<file path="src/ext_bus_pkg.sv">
// Constants shared by the external bus strobe and mode entry block.
// Assumes a single core clock; crystal rate equals the core clock rate.
package ext_bus_pkg;
  localparam int unsigned CLK_PER_CYCLE_STD = 12;
  localparam int unsigned CLK_PER_CYCLE_FAST = 6;
  localparam int unsigned RESET_HOLD_CYCLES = 2;
  localparam int unsigned HOST_ENTRY_CYCLES = 20;
  localparam int unsigned LOCK_LEVEL_NO_EXT = 4;
  localparam int unsigned AUX_WIDTH = 4;
  localparam int unsigned PHASE_W = 4;
  localparam int unsigned MCYC_W = 6;
  localparam logic [PHASE_W-1:0] PH_LATCH_A = 4'h0;
  localparam logic [PHASE_W-1:0] PH_STORE_A = 4'h2;
  localparam logic [PHASE_W-1:0] PH_LATCH_B = 4'h6;
  localparam logic [PHASE_W-1:0] PH_STORE_B = 4'h8;
  localparam logic [PHASE_W-1:0] PH_DATA = 4'h8;
  localparam logic [2:0] LOCK_LEVEL_W4 = 3'h4;
  typedef enum logic [1:0] {MODE_RESET, MODE_NORMAL, MODE_HOST} run_mode_t;
endpackage : ext_bus_pkg

</file>
<file path="src/aux_nibble.sv">
// Quasi-bidirectional four bit port with weak internal pull-ups.
// Assumes the pad resolves a weak high against an external low.
module aux_nibble #(parameter int unsigned WIDTH = ext_bus_pkg::AUX_WIDTH)
  (
  // Clock and reset
  input wire logic core_clk,
  input wire logic rst_n,
  // Core side
  input wire logic wr_en,
  input wire logic [WIDTH-1:0] wr_data,
  output logic [WIDTH-1:0] rd_data,
  // Pins
  input wire logic [WIDTH-1:0] pin_in,
  output logic [WIDTH-1:0] pin_out,
  output logic [WIDTH-1:0] pin_oe,
  output logic [WIDTH-1:0] pull_up_en
  );
  logic [WIDTH-1:0] latch;
  always_ff @(posedge core_clk or negedge rst_n)
  begin
    if (!rst_n)
      latch <= '1;
    else if (wr_en)
      latch <= wr_data;
  end
  genvar i;
  generate
    for (i = 0; i < WIDTH; i++)
    begin : g_bit
      // A one only pulls up, so the bit can be read as input
      always_ff @(posedge core_clk or negedge rst_n)
      begin
        if (!rst_n)
        begin
          pin_out[i] <= 1'b1;
          pin_oe[i] <= 1'b0;
          pull_up_en[i] <= 1'b1;
          rd_data[i] <= 1'b1;
        end
        else
        begin
          pin_out[i] <= latch[i];
          pin_oe[i] <= ~latch[i];
          pull_up_en[i] <= latch[i];
          rd_data[i] <= pin_in[i];
        end
      end
    end
  endgenerate
endmodule : aux_nibble

</file>
<file path="src/cycle_phase_gen.sv">
// Machine cycle phase counter, twelve or six clocks per cycle.
// Assumes phase counts in twelfths of a machine cycle in both modes.
module cycle_phase_gen
  (
  // Clock and reset
  input wire logic core_clk,
  input wire logic rst_n,
  // Mode
  input wire logic six_clock_mode,
  // Phase
  output logic [ext_bus_pkg::PHASE_W-1:0] phase,
  output logic cycle_end
  );
  logic [ext_bus_pkg::PHASE_W-1:0] last_phase;
  logic [ext_bus_pkg::PHASE_W-1:0] step;
  logic [ext_bus_pkg::PHASE_W-1:0] next_phase;
  // Fast mode runs two phase steps per clock, halving the cycle
  assign last_phase = six_clock_mode ? 4'(ext_bus_pkg::CLK_PER_CYCLE_STD - 2)
                                     : 4'(ext_bus_pkg::CLK_PER_CYCLE_STD - 1);
  assign step = six_clock_mode ? 4'h2 : 4'h1;
  assign next_phase = (phase >= last_phase) ? 4'h0 : 4'(phase + step);
  always_ff @(posedge core_clk or negedge rst_n)
  begin
    if (!rst_n)
    begin
      phase <= 4'h0;
      cycle_end <= 1'b0;
    end
    else
    begin
      phase <= next_phase;
      cycle_end <= (next_phase >= last_phase);
    end
  end
endmodule : cycle_phase_gen

</file>
<file path="src/ext_bus_strobes.sv">
// External bus strobes, address latch and mode entry after reset.
// Assumes pins are synchronous to core_clk and crystal equals core_clk.
// Operation
// - Internal execution keeps program store strobe high
// - External fetch strobes program store twice per cycle
// - Data access cycle skips one program strobe
// - Host mode: strobe falls, reset held over 20 cycles
// - Reset after two machine cycles high
// - Otherwise normal mode after reset
// - Fetch enable low selects external code
// - Lock level four forces internal execution
// - Latch strobe pulses each external access
// - Latch strobe at one sixth crystal
// - Data access drops one latch pulse
// - Latch off bit stops latch pulses
// - Latch pin takes burn pulse in programming
// - Written one pulls aux bit high
// - Port 3 bits carry data strobes
// - Six clock mode gives one third rate
module ext_bus_strobes
  (
  // Clock and reset
  input wire logic core_clk,
  input wire logic rst_n,
  // Device pins
  input wire logic reset_pin,
  input wire logic external_fetch_enable_n,
  input wire logic store_strobe_in,
  output logic program_store_strobe_n,
  output logic program_store_strobe_oe,
  input wire logic latch_pin_in,
  output logic address_latch_strobe,
  output logic address_latch_oe,
  output logic [7:0] port3_out,
  // Core control
  input wire logic six_clock_mode,
  input wire logic latch_strobe_off,
  input wire logic [2:0] lock_level,
  input wire logic flash_programming,
  input wire logic data_access,
  input wire logic data_write,
  input wire logic [7:0] port3_latch,
  // Status to core
  output logic external_fetch,
  output logic device_reset,
  output logic host_mode,
  output logic normal_mode,
  output logic burn_pulse_in_n,
  // Aux port
  input wire logic aux_wr_en,
  input wire logic [ext_bus_pkg::AUX_WIDTH-1:0] aux_wr_data,
  output logic [ext_bus_pkg::AUX_WIDTH-1:0] aux_rd_data,
  input wire logic [ext_bus_pkg::AUX_WIDTH-1:0] aux_nibble_port_in,
  output logic [ext_bus_pkg::AUX_WIDTH-1:0] aux_nibble_port_out,
  output logic [ext_bus_pkg::AUX_WIDTH-1:0] aux_nibble_port_oe,
  output logic [ext_bus_pkg::AUX_WIDTH-1:0] aux_nibble_port_pull_up
  );
  localparam int unsigned WR_BIT = 6;
  localparam int unsigned RD_BIT = 7;

  logic [ext_bus_pkg::PHASE_W-1:0] phase;
  logic cycle_end;
  ext_bus_pkg::run_mode_t mode;
  ext_bus_pkg::run_mode_t next_mode;
  logic [ext_bus_pkg::MCYC_W-1:0] reset_cycles;
  logic [ext_bus_pkg::MCYC_W-1:0] next_reset_cycles;
  logic store_strobe_prev;
  logic host_edge_seen;
  logic data_cycle;

  cycle_phase_gen u_phase
  (
    .core_clk(core_clk),
    .rst_n(rst_n),
    .six_clock_mode(six_clock_mode),
    .phase(phase),
    .cycle_end(cycle_end)
  );

  aux_nibble #(.WIDTH(ext_bus_pkg::AUX_WIDTH)) u_aux
  (
    .core_clk(core_clk),
    .rst_n(rst_n),
    .wr_en(aux_wr_en),
    .wr_data(aux_wr_data),
    .rd_data(aux_rd_data),
    .pin_in(aux_nibble_port_in),
    .pin_out(aux_nibble_port_out),
    .pin_oe(aux_nibble_port_oe),
    .pull_up_en(aux_nibble_port_pull_up)
  );

  // Fetch source select
  wire lock_blocks_ext = (lock_level == ext_bus_pkg::LOCK_LEVEL_W4);
  wire fetch_ext = !external_fetch_enable_n && !lock_blocks_ext;

  // Reset counting in machine cycles; pin held high means reset asserted
  wire reset_held = reset_pin;
  wire reset_long = reset_cycles >= 6'(ext_bus_pkg::RESET_HOLD_CYCLES);
  wire host_window = reset_cycles > 6'(ext_bus_pkg::HOST_ENTRY_CYCLES);
  wire store_fall = store_strobe_prev && !store_strobe_in;
  assign next_reset_cycles = !reset_held ? 6'h0 :
                             (cycle_end && !(&reset_cycles)) ? 6'(reset_cycles + 1)
                                                             : reset_cycles;

  // Mode decision at reset release
  always_comb
  begin
    next_mode = mode;
    case (mode)
      ext_bus_pkg::MODE_RESET:
        if (!reset_held)
          next_mode = host_edge_seen ? ext_bus_pkg::MODE_HOST
                                     : ext_bus_pkg::MODE_NORMAL;
      ext_bus_pkg::MODE_NORMAL,
      ext_bus_pkg::MODE_HOST:
        if (reset_long)
          next_mode = ext_bus_pkg::MODE_RESET;
      default:
        next_mode = ext_bus_pkg::MODE_RESET;
    endcase
  end

  // Strobe timing; data cycles replace the second fetch half
  wire in_normal = (mode == ext_bus_pkg::MODE_NORMAL);
  wire fetch_phase = (phase == ext_bus_pkg::PH_STORE_A) ||
                     (phase == ext_bus_pkg::PH_STORE_B && !data_cycle);
  wire next_store_n = !(in_normal && fetch_ext && fetch_phase);
  wire latch_phase = (phase == ext_bus_pkg::PH_LATCH_A) ||
                     (phase == ext_bus_pkg::PH_LATCH_B && !data_cycle);
  // Pin turns input while programming so the burn pulse can drive it
  wire latch_is_input = flash_programming || (mode == ext_bus_pkg::MODE_HOST);
  wire next_latch = in_normal && !latch_strobe_off && !latch_is_input && latch_phase;
  wire data_strobe = in_normal && data_cycle && (phase >= ext_bus_pkg::PH_DATA);
  wire next_wr_n = !(data_strobe && data_write);
  wire next_rd_n = !(data_strobe && !data_write);

  always_ff @(posedge core_clk or negedge rst_n)
  begin
    if (!rst_n)
    begin
      mode <= ext_bus_pkg::MODE_RESET;
      reset_cycles <= 6'h0;
      store_strobe_prev <= 1'b1;
      host_edge_seen <= 1'b0;
      data_cycle <= 1'b0;
    end
    else
    begin
      mode <= next_mode;
      reset_cycles <= next_reset_cycles;
      store_strobe_prev <= store_strobe_in;
      // Edge counts only once reset has stood long enough
      if (!reset_held)
        host_edge_seen <= 1'b0;
      else if (store_fall && host_window)
        host_edge_seen <= 1'b1;
      // Data access latched at the cycle boundary, steady for one cycle
      if (cycle_end)
        data_cycle <= data_access;
    end
  end

  always_ff @(posedge core_clk or negedge rst_n)
  begin
    if (!rst_n)
    begin
      program_store_strobe_n <= 1'b1;
      program_store_strobe_oe <= 1'b0;
      address_latch_strobe <= 1'b0;
      address_latch_oe <= 1'b0;
      port3_out <= 8'hff;
      external_fetch <= 1'b0;
      device_reset <= 1'b1;
      host_mode <= 1'b0;
      normal_mode <= 1'b0;
      burn_pulse_in_n <= 1'b1;
    end
    else
    begin
      // Strobe pin released during reset so the host can drive the edge
      program_store_strobe_n <= next_store_n;
      program_store_strobe_oe <= in_normal;
      address_latch_strobe <= next_latch;
      address_latch_oe <= in_normal && !latch_is_input;
      port3_out <= port3_latch;
      port3_out[WR_BIT] <= port3_latch[WR_BIT] & next_wr_n;
      port3_out[RD_BIT] <= port3_latch[RD_BIT] & next_rd_n;
      external_fetch <= fetch_ext;
      device_reset <= (next_mode == ext_bus_pkg::MODE_RESET);
      host_mode <= (next_mode == ext_bus_pkg::MODE_HOST);
      normal_mode <= (next_mode == ext_bus_pkg::MODE_NORMAL);
      burn_pulse_in_n <= latch_is_input ? latch_pin_in : 1'b1;
    end
  end
endmodule : ext_bus_strobes

</file>
<file path="config.mk">
export PLATFORM = sky130hd
export DESIGN_NAME = ext_bus_strobes
export DESIGN_NICKNAME = d
export VERILOG_FILES = /design/src/ext_bus_pkg.sv /design/src/aux_nibble.sv /design/src/cycle_phase_gen.sv /design/src/ext_bus_strobes.sv
export SDC_FILE = /design/constraint.sdc
export NUM_CORES = 1
export LEC_CHECK = 0
export BUFFER_PORTS_ARGS = -buffer_cell sky130_fd_sc_hd__buf_2
export CORE_MARGIN = 4
export CORE_UTILIZATION = 45
export CTS_CLUSTER_SIZE = 20
export DETAILED_ROUTE_END_ITERATION = 12
export PLACE_DENSITY = 0.72
export SYNTH_ARGS = -nofsm -noshare
export SYNTH_HDL_FRONTEND = slang
export SYNTH_HIERARCHICAL = 1
export SYNTH_SLANG_ARGS = --single-unit
</file>
<file path="constraint.sdc">
create_clock -name core_clk -period 2.2 [get_ports core_clk]
set_input_delay 0.44 -clock core_clk [delete_from_list [all_inputs] [get_ports core_clk]]
set_output_delay 0.44 -clock core_clk [all_outputs]
set_load 0.03 [all_outputs]
</file>
# --- Word level (Yosys, flattened, before mapping) ---
# Cells that the tools add are included.
classes:
  addsub: 2
  order_cmp: 5
  eq_ne: 10
  muxes: 12
  n_bitwise: 6
  reduce_logical: 35
op_table:
  columns: ["operator", "count"]
  rows:
  - ["$logic_and 1x1->1", 16]
  - ["$mux 6", 2]
  - ["$logic_not 1->1", 11]
  - ["$ge 4x4->1", 2]
  - ["$mux 2", 4]
  - ["$add 6x1->6 const B", 1]
  - ["$ge 6x2->1 const B", 1]
  - ["$gt 6x5->1 const B", 1]
  - ["$reduce_and 6->1", 1]
  - ["$add 4x4->4", 1]
  - ["$eq 2x1->1 const B", 2]
  - ["$eq 2x2->1 const B", 2]
  - ["$eq 4x2->1 const B", 1]
  - ["$eq 4x3->1 const B", 1]
  - ["$eq 4x4->1 const B", 1]
  - ["$ge 4x4->1 const B", 1]
  - ["$logic_not 2->1", 2]
  - ["$logic_not 4->1", 1]
  - ["$mux 1", 4]
  - ["$mux 4", 1]
  - ["$ne 2x1->1 const B", 2]
  - ["$not 1->1", 4]
  - ["$pmux 2 s2", 1]
  - ["$eq 3x3->1 const B", 1]
  - ["other kinds (3)", 6]
totals:
  register_bits: 49
  input_bits: 31
  output_inout_bits: 33
  word_cells: 100

# --- Longest topological paths before layout ---
# Gate-level depths: netlist (run 1).
logic_depth:
  ltp_word: 6
  mapped_depth: 6
  ltp_nobuf: 6

# --- Modules after synthesis ---
# The synthesis (run 1) kept the hierarchy.
by_module_without_submodules:
  columns: ["mod", "instances", "cells_each", "area_each_um2", "seq_area_each_um2"]
  rows:
  - ["ext_bus_strobes", 1, 101, 1243.7, 715.7]
  - ["aux_nibble", 1, 28, 505.5, 415.4]
  - ["cycle_phase_gen", 1, 29, 292.8, 125.1]

# --- Worst setup path after synthesis (run 1) ---
# OpenSTA, ideal clock, no wires.
synth_path:
  path_kind: "input -> register"
  from: "in six_clock_mode"
  to: "reg u_phase.cycle_end"
  setup_time_ns: 0.082
  arrival_time_ns: 1.393
  required_ns: 2.118
  setup_slack_ns: 0.726
  stages: 5
  path_buffers: 0
  path_cell_list: "inv_1 > ha_1 > fa_1 > nand4_1 > a31oi_1"
synth_via:
  elab_chain_cells: 4
  word_cells_on_any_way: 6
  cone_classes: "add/sub: 1; order compare: 2; mux: 3"
synth_rtl:
  columns: ["item", "line_no", "source"]
  rows:
  - ["start: declaration", "ext_bus_strobes.sv:36", "input wire logic six_clock_mode,"]
  - ["$mux 2 / $mux 1 (equally long branches)", "cycle_phase_gen.sv:20, cycle_phase_gen.sv:18", null]
  - ["$add 4x4->4 / $ge 4x4->1 (equally long branches)", "cycle_phase_gen.sv:21", "assign next_phase = (phase >= last_phase) ? 4'h0 : 4'(phase + step);"]
  - ["$mux 4", "cycle_phase_gen.sv:21", null]
  - ["$ge 4x4->1 *", "cycle_phase_gen.sv:32", "cycle_end <= (next_phase >= last_phase);"]
  - ["end signal: assignment", "cycle_phase_gen.sv:32", null]
  - ["end: declaration", "cycle_phase_gen.sv:12", "output logic cycle_end"]
# Every way passes the cells marked *; elsewhere a longest branch is shown, timed or not.
# A chain may end at the register's enable or synchronous reset.

# --- Worst setup path in the final report (run 1) ---
layout_path:
  from: "reg reset_cycles[0] (netlist bit)"
  to: "reg host_mode"
layout_via:
  elab_chain_cells: 4
layout_rtl:
  columns: ["item", "line_no", "source"]
  rows:
  - ["start: declaration", "ext_bus_strobes.sv:65", "logic [ext_bus_pkg::MCYC_W-1:0] reset_cycles;"]
  - ["start signal: assignment", "ext_bus_strobes.sv:151", "reset_cycles <= next_reset_cycles;"]
  - ["$ge 6x2->1", "ext_bus_strobes.sv:99", "wire reset_long = reset_cycles >= 6'(ext_bus_pkg::RESET_HOLD_CYCLES);"]
  - ["$mux 2", "ext_bus_strobes.sv:117", "if (reset_long)"]
  - ["$pmux 2 s2", "ext_bus_strobes.sv:110", "case (mode)"]
  - ["$eq 2x2->1", "ext_bus_strobes.sv:191", "host_mode <= (next_mode == ext_bus_pkg::MODE_HOST);"]
  - ["end signal: assignment", "ext_bus_strobes.sv:191", null]
  - ["end: declaration", "ext_bus_strobes.sv:46", "output logic host_mode,"]
# No other way between the ends.

==> results.json, run 1 <==
{
  "synth.cell_area_sq_um": 2040,
  "source_to_sink_clock_delay_at_the_later_pin_of_the_worst_skew_pair_ns": 0.29,
  "synth.yosys.seq_area_share_pct": 61.5,
  "final_common_cell": "buf_2",
  "cp_slowest_stage_delay_ns": 0.45,
  "vias_after_detailed_routing": 1394,
  "path_cells": "inv_1 > ha_1 > nor4b_4 > a32oi_2 > nor4_2",
  "clock-sinks": 49,
  "routed_via_density": 5.03,
  "path_max_fanout": 6,
  "die_h_um": 75.4,
  "critPathLaunch": "reset_cycles[0]",
  "grt_antenna_before_repair": 0,
  "total_leakage_power_nw": 1.22,
  "mappedNetlistNets": 199,
  "post_route_setup_tns_ns": 0,
  "mostFrequentLayoutCells": "buf_2 (63), dfrtp_1 (25), dfstp_2 (24)",
  "initialDrtViolationCount": 52,
  "num_antenna_cells": 0,
  "timing.rr.start": "reset_cycles[0]",
  "final_max_slew_viol_count": 0,
  "seq_pwr_share_pct": 49.3,
  "finalSetupViolations": 0,
  "run_status": "finished, final reports clean",
  "synth_enable_flop_cells": 0,
  "max_clock_buf_depth": 2,
  "resized_cells_post_cts": 0,
  "worstHoldPathType": "in2async",
  "clock_tree_from_tritoncts": "yes",
  "place_congestion": 0.695,
  "postSynth.asyncResetShare_pct": 100,
  "die_x_um": 75.4,
  "worst_slew_margin_rel_pct": 62.1,
  "timing.final.hold_violations": 0,
  "start_util_pct": 46.6,
  "cts.repair_timing.setup_buffer_count": 0,
  "drt-pass1-iter-count": 4,
  "cp.arrival_ns": 1.79,
  "placeableCoreArea_sq_um": 4380,
  "postRouteAntennaNets": 0,
  "crit_path_top_delay_cell": "dfrtp_1",
  "design.final.nets": 265,
  "post-place-ws_ns": 0.520,
  "holdWs_ns": 0.231,
  "max_clock_freq_mhz": 631,
  "worst_setup_slack_final_ns": 0.615,
  "clock_tree.htree_level_count": 2,
  "seqCellArea_sq_um": 1260,
  "ios": 64,
  "grt_pass1_vias": 1338,
  "cell_count_after_synthesis": 158,
  "internal_power_of_the_cells_w": 0.00163,
  "row_count": 24,
  "timing_worst_setup_path_type": "reg2reg",
  "num-fill-cells": 388,
  "tmin_final_ns": 1.58,
  "drc": 0,
  "crit_path_end_kind": "register",
  "clkSlewWorstSetupHoldPaths_ns": 0.08,
  "grt_start_max_net_pins": 50,
  "multi_input_area_sq_um": 702,
  "syn2layout_area_growth_pct": 21.5,
  "synthesis.area_per_instance_sq_um": 12.9,
  "route.detailed.wl_per_inst_um": 12.7,
  "p_clk_share_pct": 20.0,
  "die_area_sq_um": 5680,
  "number_of_i_o_port_buffers": 63,
  "grt_pass1_wl_um": 5620,
  "synth.ff_latch_count": 49,
  "ys_types": 39,
  "grt_usage_pct": 12.7,
  "worst-slew-pin-transition_ns": 0.569,
  "detailroute.wirelength.met3_um": 410,
  "powerDensity_nw_per_um2": 1000,
  "rsz0062_at_grt": "no",
  "grt_remaining_overflow": 0,
  "most_common_flop_cell_mapped_by_yosys": "dfrtp_1",
  "final_layout_size_suffix_gt1_share_pct": 49.3,
  "detailedPlacementHpwl_um": 2710,
  "topRoutingLayerUsed": "met4",
  "power.share.combinational_pct": 30.7,
  "drv_cap": 0,
  "critPathLaunchType": "register",
  "cts-hold-fix-buffers": 0,
  "switch_pwr_w": 0.000860,
  "final_routed_wirelength_um": 3530,
  "cp_data_required_time_ns": 2.40,
  "cts_buf_count": 5,
  "vdd_drop_max_mv": 0.387,
  "ys.warnings.count": 6,
  "power.share.switching_pct": 34.5,
  "detailroute.wirelength.met2_um": 1670,
  "cell_at_the_root_of_the_clock_tree": "clkbuf_8",
  "met1Wirelength_um": 1430,
  "final.period_utilization_pct": 72.0,
  "timing.clock.skew_ns": 0.00543
}
synth_stat cells (2+ instances only):
| cell type | count | area, sq um |
|---|---|---|
| a21oi_1 | 6 | 30.0 |
| a31oi_1 | 3 | 18.8 |
| and2_1 | 2 | 12.5 |
| and3_1 | 4 | 25.0 |
| and3_2 | 2 | 15.0 |
| buf_4 | 4 | 30.0 |
| dfrtp_1 | 25 | 626 |
| dfstp_2 | 24 | 631 |
| ha_1 | 9 | 113 |
| inv_1 | 13 | 48.8 |
| mux2_2 | 6 | 67.6 |
| mux2i_1 | 2 | 20.0 |
| nand2_1 | 7 | 26.3 |
| nand2b_1 | 3 | 18.8 |
| nand3_1 | 7 | 35.0 |
| nand3b_1 | 2 | 15.0 |
| nand4_1 | 3 | 18.8 |
| nor2_1 | 7 | 26.3 |
| nor2b_1 | 2 | 12.5 |
| o211a_1 | 2 | 20.0 |
| o21a_1 | 4 | 30.0 |
| o21ai_0 | 4 | 20.0 |
area by class of cell:
| cell class | instances | share of cell area [%] |
|---|---|---|
| Tap cell | 52 | 2.62 |
| Inverter | 13 | 1.97 |
| Timing Repair Buffer | 64 | 13.0 |
| Clock inverter | 2 | 0.555 |
| Clock buffer | 6 | 2.92 |
| Multi-Input combinational cell | 91 | 28.3 |
| Sequential cell | 49 | 50.6 |
state kept, by name, summed over array words and instances, names as in the netlist, 2 cells and up:
name              flops
mode                  2
port3_out             8
reset_cycles          6
u_aux/latch           4
u_aux/pin_oe          4
u_aux/pin_out         2
u_aux/pull_up_en      2
u_aux/rd_data         4
u_phase/phase         4
path summary, 6_finish.rpt:
check | slack, ns | end | cells after the start
setup / recovery | 0.62 | host_mode | 5
hold / removal | 0.23 | u_aux/pin_oe[0] | 2
setup reg to reg | 0.62 | host_mode | 5
hold reg to reg | 0.37 | u_aux/pull_up_en[0] | 0
max in group asynchronous | 1.59 | store_strobe_prev | 2
min in group core_clk | 0.24 | u_aux/rd_data[0] | 1
kinds of logic (layout without fill, tap and decap cells):
kind of cell / after synthesis / count (layout) / synth area share (%)
multiplexers: 8 / 8 / 4.29
flip-flops: 49 / 49 / 61.5
buffers and inverters: 18 / 85 / 4.11
AO/OA/AOI/OAI: 26 / 26 / 9.07
adder cells (fa/ha/maj): 10 / 10 / 6.50
AND/OR/NAND/NOR: 47 / 47 / 14.5
power groups by stage:
| stage | clock (W) | combinational [W] | sequential [W] |
|---|---|---|---|
| 6_report | 0.000498 | 0.000764 | 0.00123 |
| 4_1_cts | 0.000523 | 0.000771 | 0.00123 |
| 3_3_place_gp | 0 | 0.000747 | 0.00124 |
| 3_5_place_dp | 0 | 0.000769 | 0.00124 |
| 5_1_grt | 0.000563 | 0.000846 | 0.00126 |
| 2_1_floorplan | 0 | 0.000434 | 0.00136 |
routing by layer:
metal / track usage, % / vias up
met5: 0 / -
met4: 2.91 / 0
met3: 5.41 / 2
met1: 14.7 / 659
met2: 22.0 / 56
li1: - / 677
per-stage QoR:
step	cell area, sq um	total power, W	utilization [%]	std cells
after detailed placement	2390	0.00201	54.6	269
after global placement	2390	0.00199	54.6	269
after CTS	2480	0.00252	56.6	277
after floorplan	2040	0.00179	-	158
after global routing	2480	0.00267	56.6	277
final	2480	0.00249	56.6	277
worst max-delay path: cells and delay by family (launching register included):
family | cells | cell delay, ns
and+or+nand+nor | 2 | 0.52
DFF | 1 | 0.45
adders and majority gates | 1 | 0.23
AOI/OAI and AO/OA | 1 | 0.20
buffers and inverters | 1 | 0.10
No activity file was read; power rests on OpenSTA's default activity.
==> run 2, diff against run 1 <==
Settings changed: ABC_AREA from default to 1, PLACE_DENSITY 0.72 to 0.74.
Clock period 2.2 ns to 1.4 ns, I/O delays scaled along.
==> results.json, run 2 <==
{
  "total_leakage_power_nw": 1.41,
  "crit_cells": 4,
  "crit_path_top_delay_cell": "fa_2",
  "postSynth.asyncResetShare_pct": 100,
  "cts_buf_count": 5,
  "num-fill-cells": 383,
  "p_clk_share_pct": 22.8,
  "cp_slowest_stage_delay_ns": 0.55,
  "hold_path.startpoint": "port3_latch[4]",
  "die_area_sq_um": 5870,
  "stdcell_area_sq_um": 2710,
  "path_cells": "ha_2 > fa_2 > nand3_2 > a21oi_2",
  "rsz0062_at_grt": "yes",
  "most_common_flop_cell_mapped_by_yosys": "dfrtp_1",
  "capturing_point_of_the_worst_reg2reg_path": "u_phase/cycle_end",
  "power.share.combinational_pct": 33.8,
  "route.detailed.wl_per_inst_um": 11.6,
  "row_count": 24,
  "switch_pwr_w": 0.00151,
  "vias_after_detailed_routing": 1573,
  "grt_pass1_vias": 1515,
  "critical-path-top-delay-family": "adder cells",
  "drv_cap": 0,
  "cell_count_after_synthesis": 206,
  "design.final.nets": 323,
  "die_h_um": 76.6,
  "final_routed_wirelength_um": 3890,
  "max_clock_buf_depth": 2,
  "grt_usage_pct": 13.9,
  "largest_register_ff_count": 8,
  "final_max_slew_viol_count": 0,
  "die_x_um": 76.6,
  "cell_at_the_root_of_the_clock_tree": "clkbuf_8",
  "finalSetupViolations": 0,
  "number_of_i_o_port_buffers": 63,
  "r2r_slack_ns": 0.009,
  "cp.arrival_ns": 1.63,
  "clock-sinks": 49,
  "place_congestion": 0.861,
  "synth_top_area_cell": "dfstp_2",
  "clkSlewWorstSetupHoldPaths_ns": 0.09,
  "internal_power_of_the_cells_w": 0.00276,
  "seqCellArea_sq_um": 1260,
  "post_synth_most_frequent_cells": "nand2_1 (40), inv_1 (32), dfrtp_1 (25)",
  "cp_data_required_time_ns": 1.64,
  "worst-slew-pin-transition_ns": 0.426,
  "critPathLaunch": "u_phase/phase[0]",
  "clock_tree.htree_level_count": 2,
  "mostFrequentLayoutCells": "buf_2 (63), nand2_1 (39), inv_1 (31)",
  "synthMostInstantiatedCell": "nand2_1",
  "max_clock_freq_mhz": 719,
  "cell_area_reported_after_detailed_placement_sq_um": 2540,
  "mappedNetlistNets": 247,
  "grt_remaining_overflow": 0,
  "worst_r2r_path_depth": 4,
  "postRouteAntennaNets": 0,
  "routed_via_density": 4.70,
  "detailedPlacementHpwl_um": 3060,
  "seq_pwr_share_pct": 43.5,
  "power.share.switching_pct": 35.3,
  "ys_types": 32,
  "grt_antenna_before_repair": 0,
  "path_max_fanout": 2,
  "worstHoldPathType": "in2reg",
  "timing.clock.skew_ns": 0.00508,
  "synth.cell_area_sq_um": 2120,
  "reg.largest.list": "port3_out (8), reset_cycles (6)",
  "critPathLaunchType": "register",
  "post_layout_nonfiller_instances": 335,
  "crit_path_end_kind": "register",
  "powerDensity_nw_per_um2": 1570,
  "timing.final.hold_violations": 0,
  "clock_tree_from_tritoncts": "yes",
  "synth.yosys.seq_area_share_pct": 59.3,
  "placeableCoreArea_sq_um": 4440,
  "start_util_pct": 47.6,
  "multi_input_area_sq_um": 703,
  "placed_cells": 324,
  "drt-pass1-iter-count": 5,
  "holdWs_ns": 0.0723,
  "ys.warnings.count": 6,
  "drc": 0,
  "initialDrtViolationCount": 48,
  "syn2layout_area_growth_pct": 27.8,
  "final.period_utilization_pct": 99.3,
  "synth_top_cells_by_area": "dfstp_2 (30%), dfrtp_1 (30%), nand2_1 (7.1%)",
  "synth.ff_latch_count": 49,
  "run_status": "finished, final reports clean",
  "grt_pass1_wl_um": 6540,
  "ios": 64,
  "worst_slew_margin_rel_pct": 71.6,
  "synth_enable_flop_cells": 0,
  "source_to_sink_clock_delay_at_the_later_pin_of_the_worst_skew_pair_ns": 0.30,
  "number_of_buffer_and_inverter_stages_on_the_critical_path": 0,
  "grt_start_max_net_pins": 19,
  "critPathCapture": "u_phase/cycle_end",
  "synthDominantCellAreaShare_pct": 29.8,
  "timing_worst_setup_path_type": "reg2reg",
  "vdd_drop_max_mv": 0.745,
  "tmin_final_ns": 1.39,
  "final_common_cell": "buf_2",
  "num_antenna_cells": 0,
  "timing.rr.start": "u_phase/phase[0]",
  "registers.top_by_ff_count": "port3_out",
  "final_layout_size_suffix_gt1_share_pct": 47.3,
  "synthesis.area_per_instance_sq_um": 10.3
}
[run 2: worst min-delay path by stage]
stage                               to  slack [ns]  cells after the start
2_1_floorplan         address_latch_oe       -0.02                      0
3_3_place_gp   program_store_strobe_oe        0.25                      1
3_5_place_dp      address_latch_strobe        0.24                      1
4_1_cts               u_aux/rd_data[3]        0.06                      1
5_1_grt               u_aux/rd_data[1]        0.05                      1
6_report                  port3_out[4]        0.07                      1
[run 2: cell families (layout without fill, tap and decap cells)]
| kind of cell | after synthesis | count (layout) | share of synthesized area [%] |
|---|---|---|---|
| compound gates | 17 | 17 | 4.96 |
| flops | 49 | 49 | 59.3 |
| fa+ha+maj | 10 | 10 | 6.26 |
| xor+xnor | 2 | 2 | 0.828 |
| simple gates | 87 | 87 | 20.1 |
| buf+inv | 41 | 118 | 8.51 |
[run 2: worst register-to-register path, delay by kind of cell, from the launching register on]
family	cells	cell delay, ns
AO/OA/AOI/OAI	1	0.11
adder cells (fa/ha/maj)	2	0.74
AND/OR/NAND/NOR	1	0.08
flip-flops	1	0.39
[run 2: routing by layer]
| metal | share of wire, % | routed length [um] | global-route usage, % |
|---|---|---|---|
| met2 | 50 | 1950 | 23.6 |
| met1 | 42 | 1630 | 15.9 |
| met4 | 1.6 | 63 | 5.43 |
| met5 | 0 | 0 | 0 |
| met3 | 6.5 | 251 | 4.96 |
[run 2: timing repair]
| item | CTS | global route |
|---|---|---|
| hold endpoints to repair | 4 | 0 |
| buffers inserted | 0 | 2 |
| pin swaps | 0 | 1 |
| gates cloned | 0 | 0 |
| setup endpoints to repair | 1 | 17 |
| gates resized for setup | 1 | 8 |
| hold buffers | 1 | 0 |
[run 2: layout make-up]
cell class | instances | share of cell area, %
multi-input combinational | 116 | 26.0
clock buffer | 7 | 3.98
tap | 52 | 2.40
inverter | 36 | 5.13
clock inverter | 1 | 0.277
timing repair buffer | 74 | 15.7
sequential | 49 | 46.5
[run 2: per-stage QoR]
step                      power (W)  TNS, ns  setup slack [ns]  utilization, %
after floorplan             0.00280        0            0.0189               -
after global placement      0.00319  -0.0437           -0.0437            57.2
after detailed placement    0.00325   -0.146           -0.0806            57.2
after CTS                   0.00424        0           0.00434            60.1
after global routing        0.00456  -0.0403           -0.0310            60.9
final                       0.00426        0           0.00935            60.9
[run 2: power groups by stage]
stage	Combinational [W]	Sequential (W)	Clock, W
2_1_floorplan	0.000713	0.00209	0
6_report	0.00144	0.00185	0.000970
4_1_cts	0.00139	0.00185	0.00100
5_1_grt	0.00162	0.00189	0.00106
3_3_place_gp	0.00133	0.00186	0
3_5_place_dp	0.00138	0.00187	0
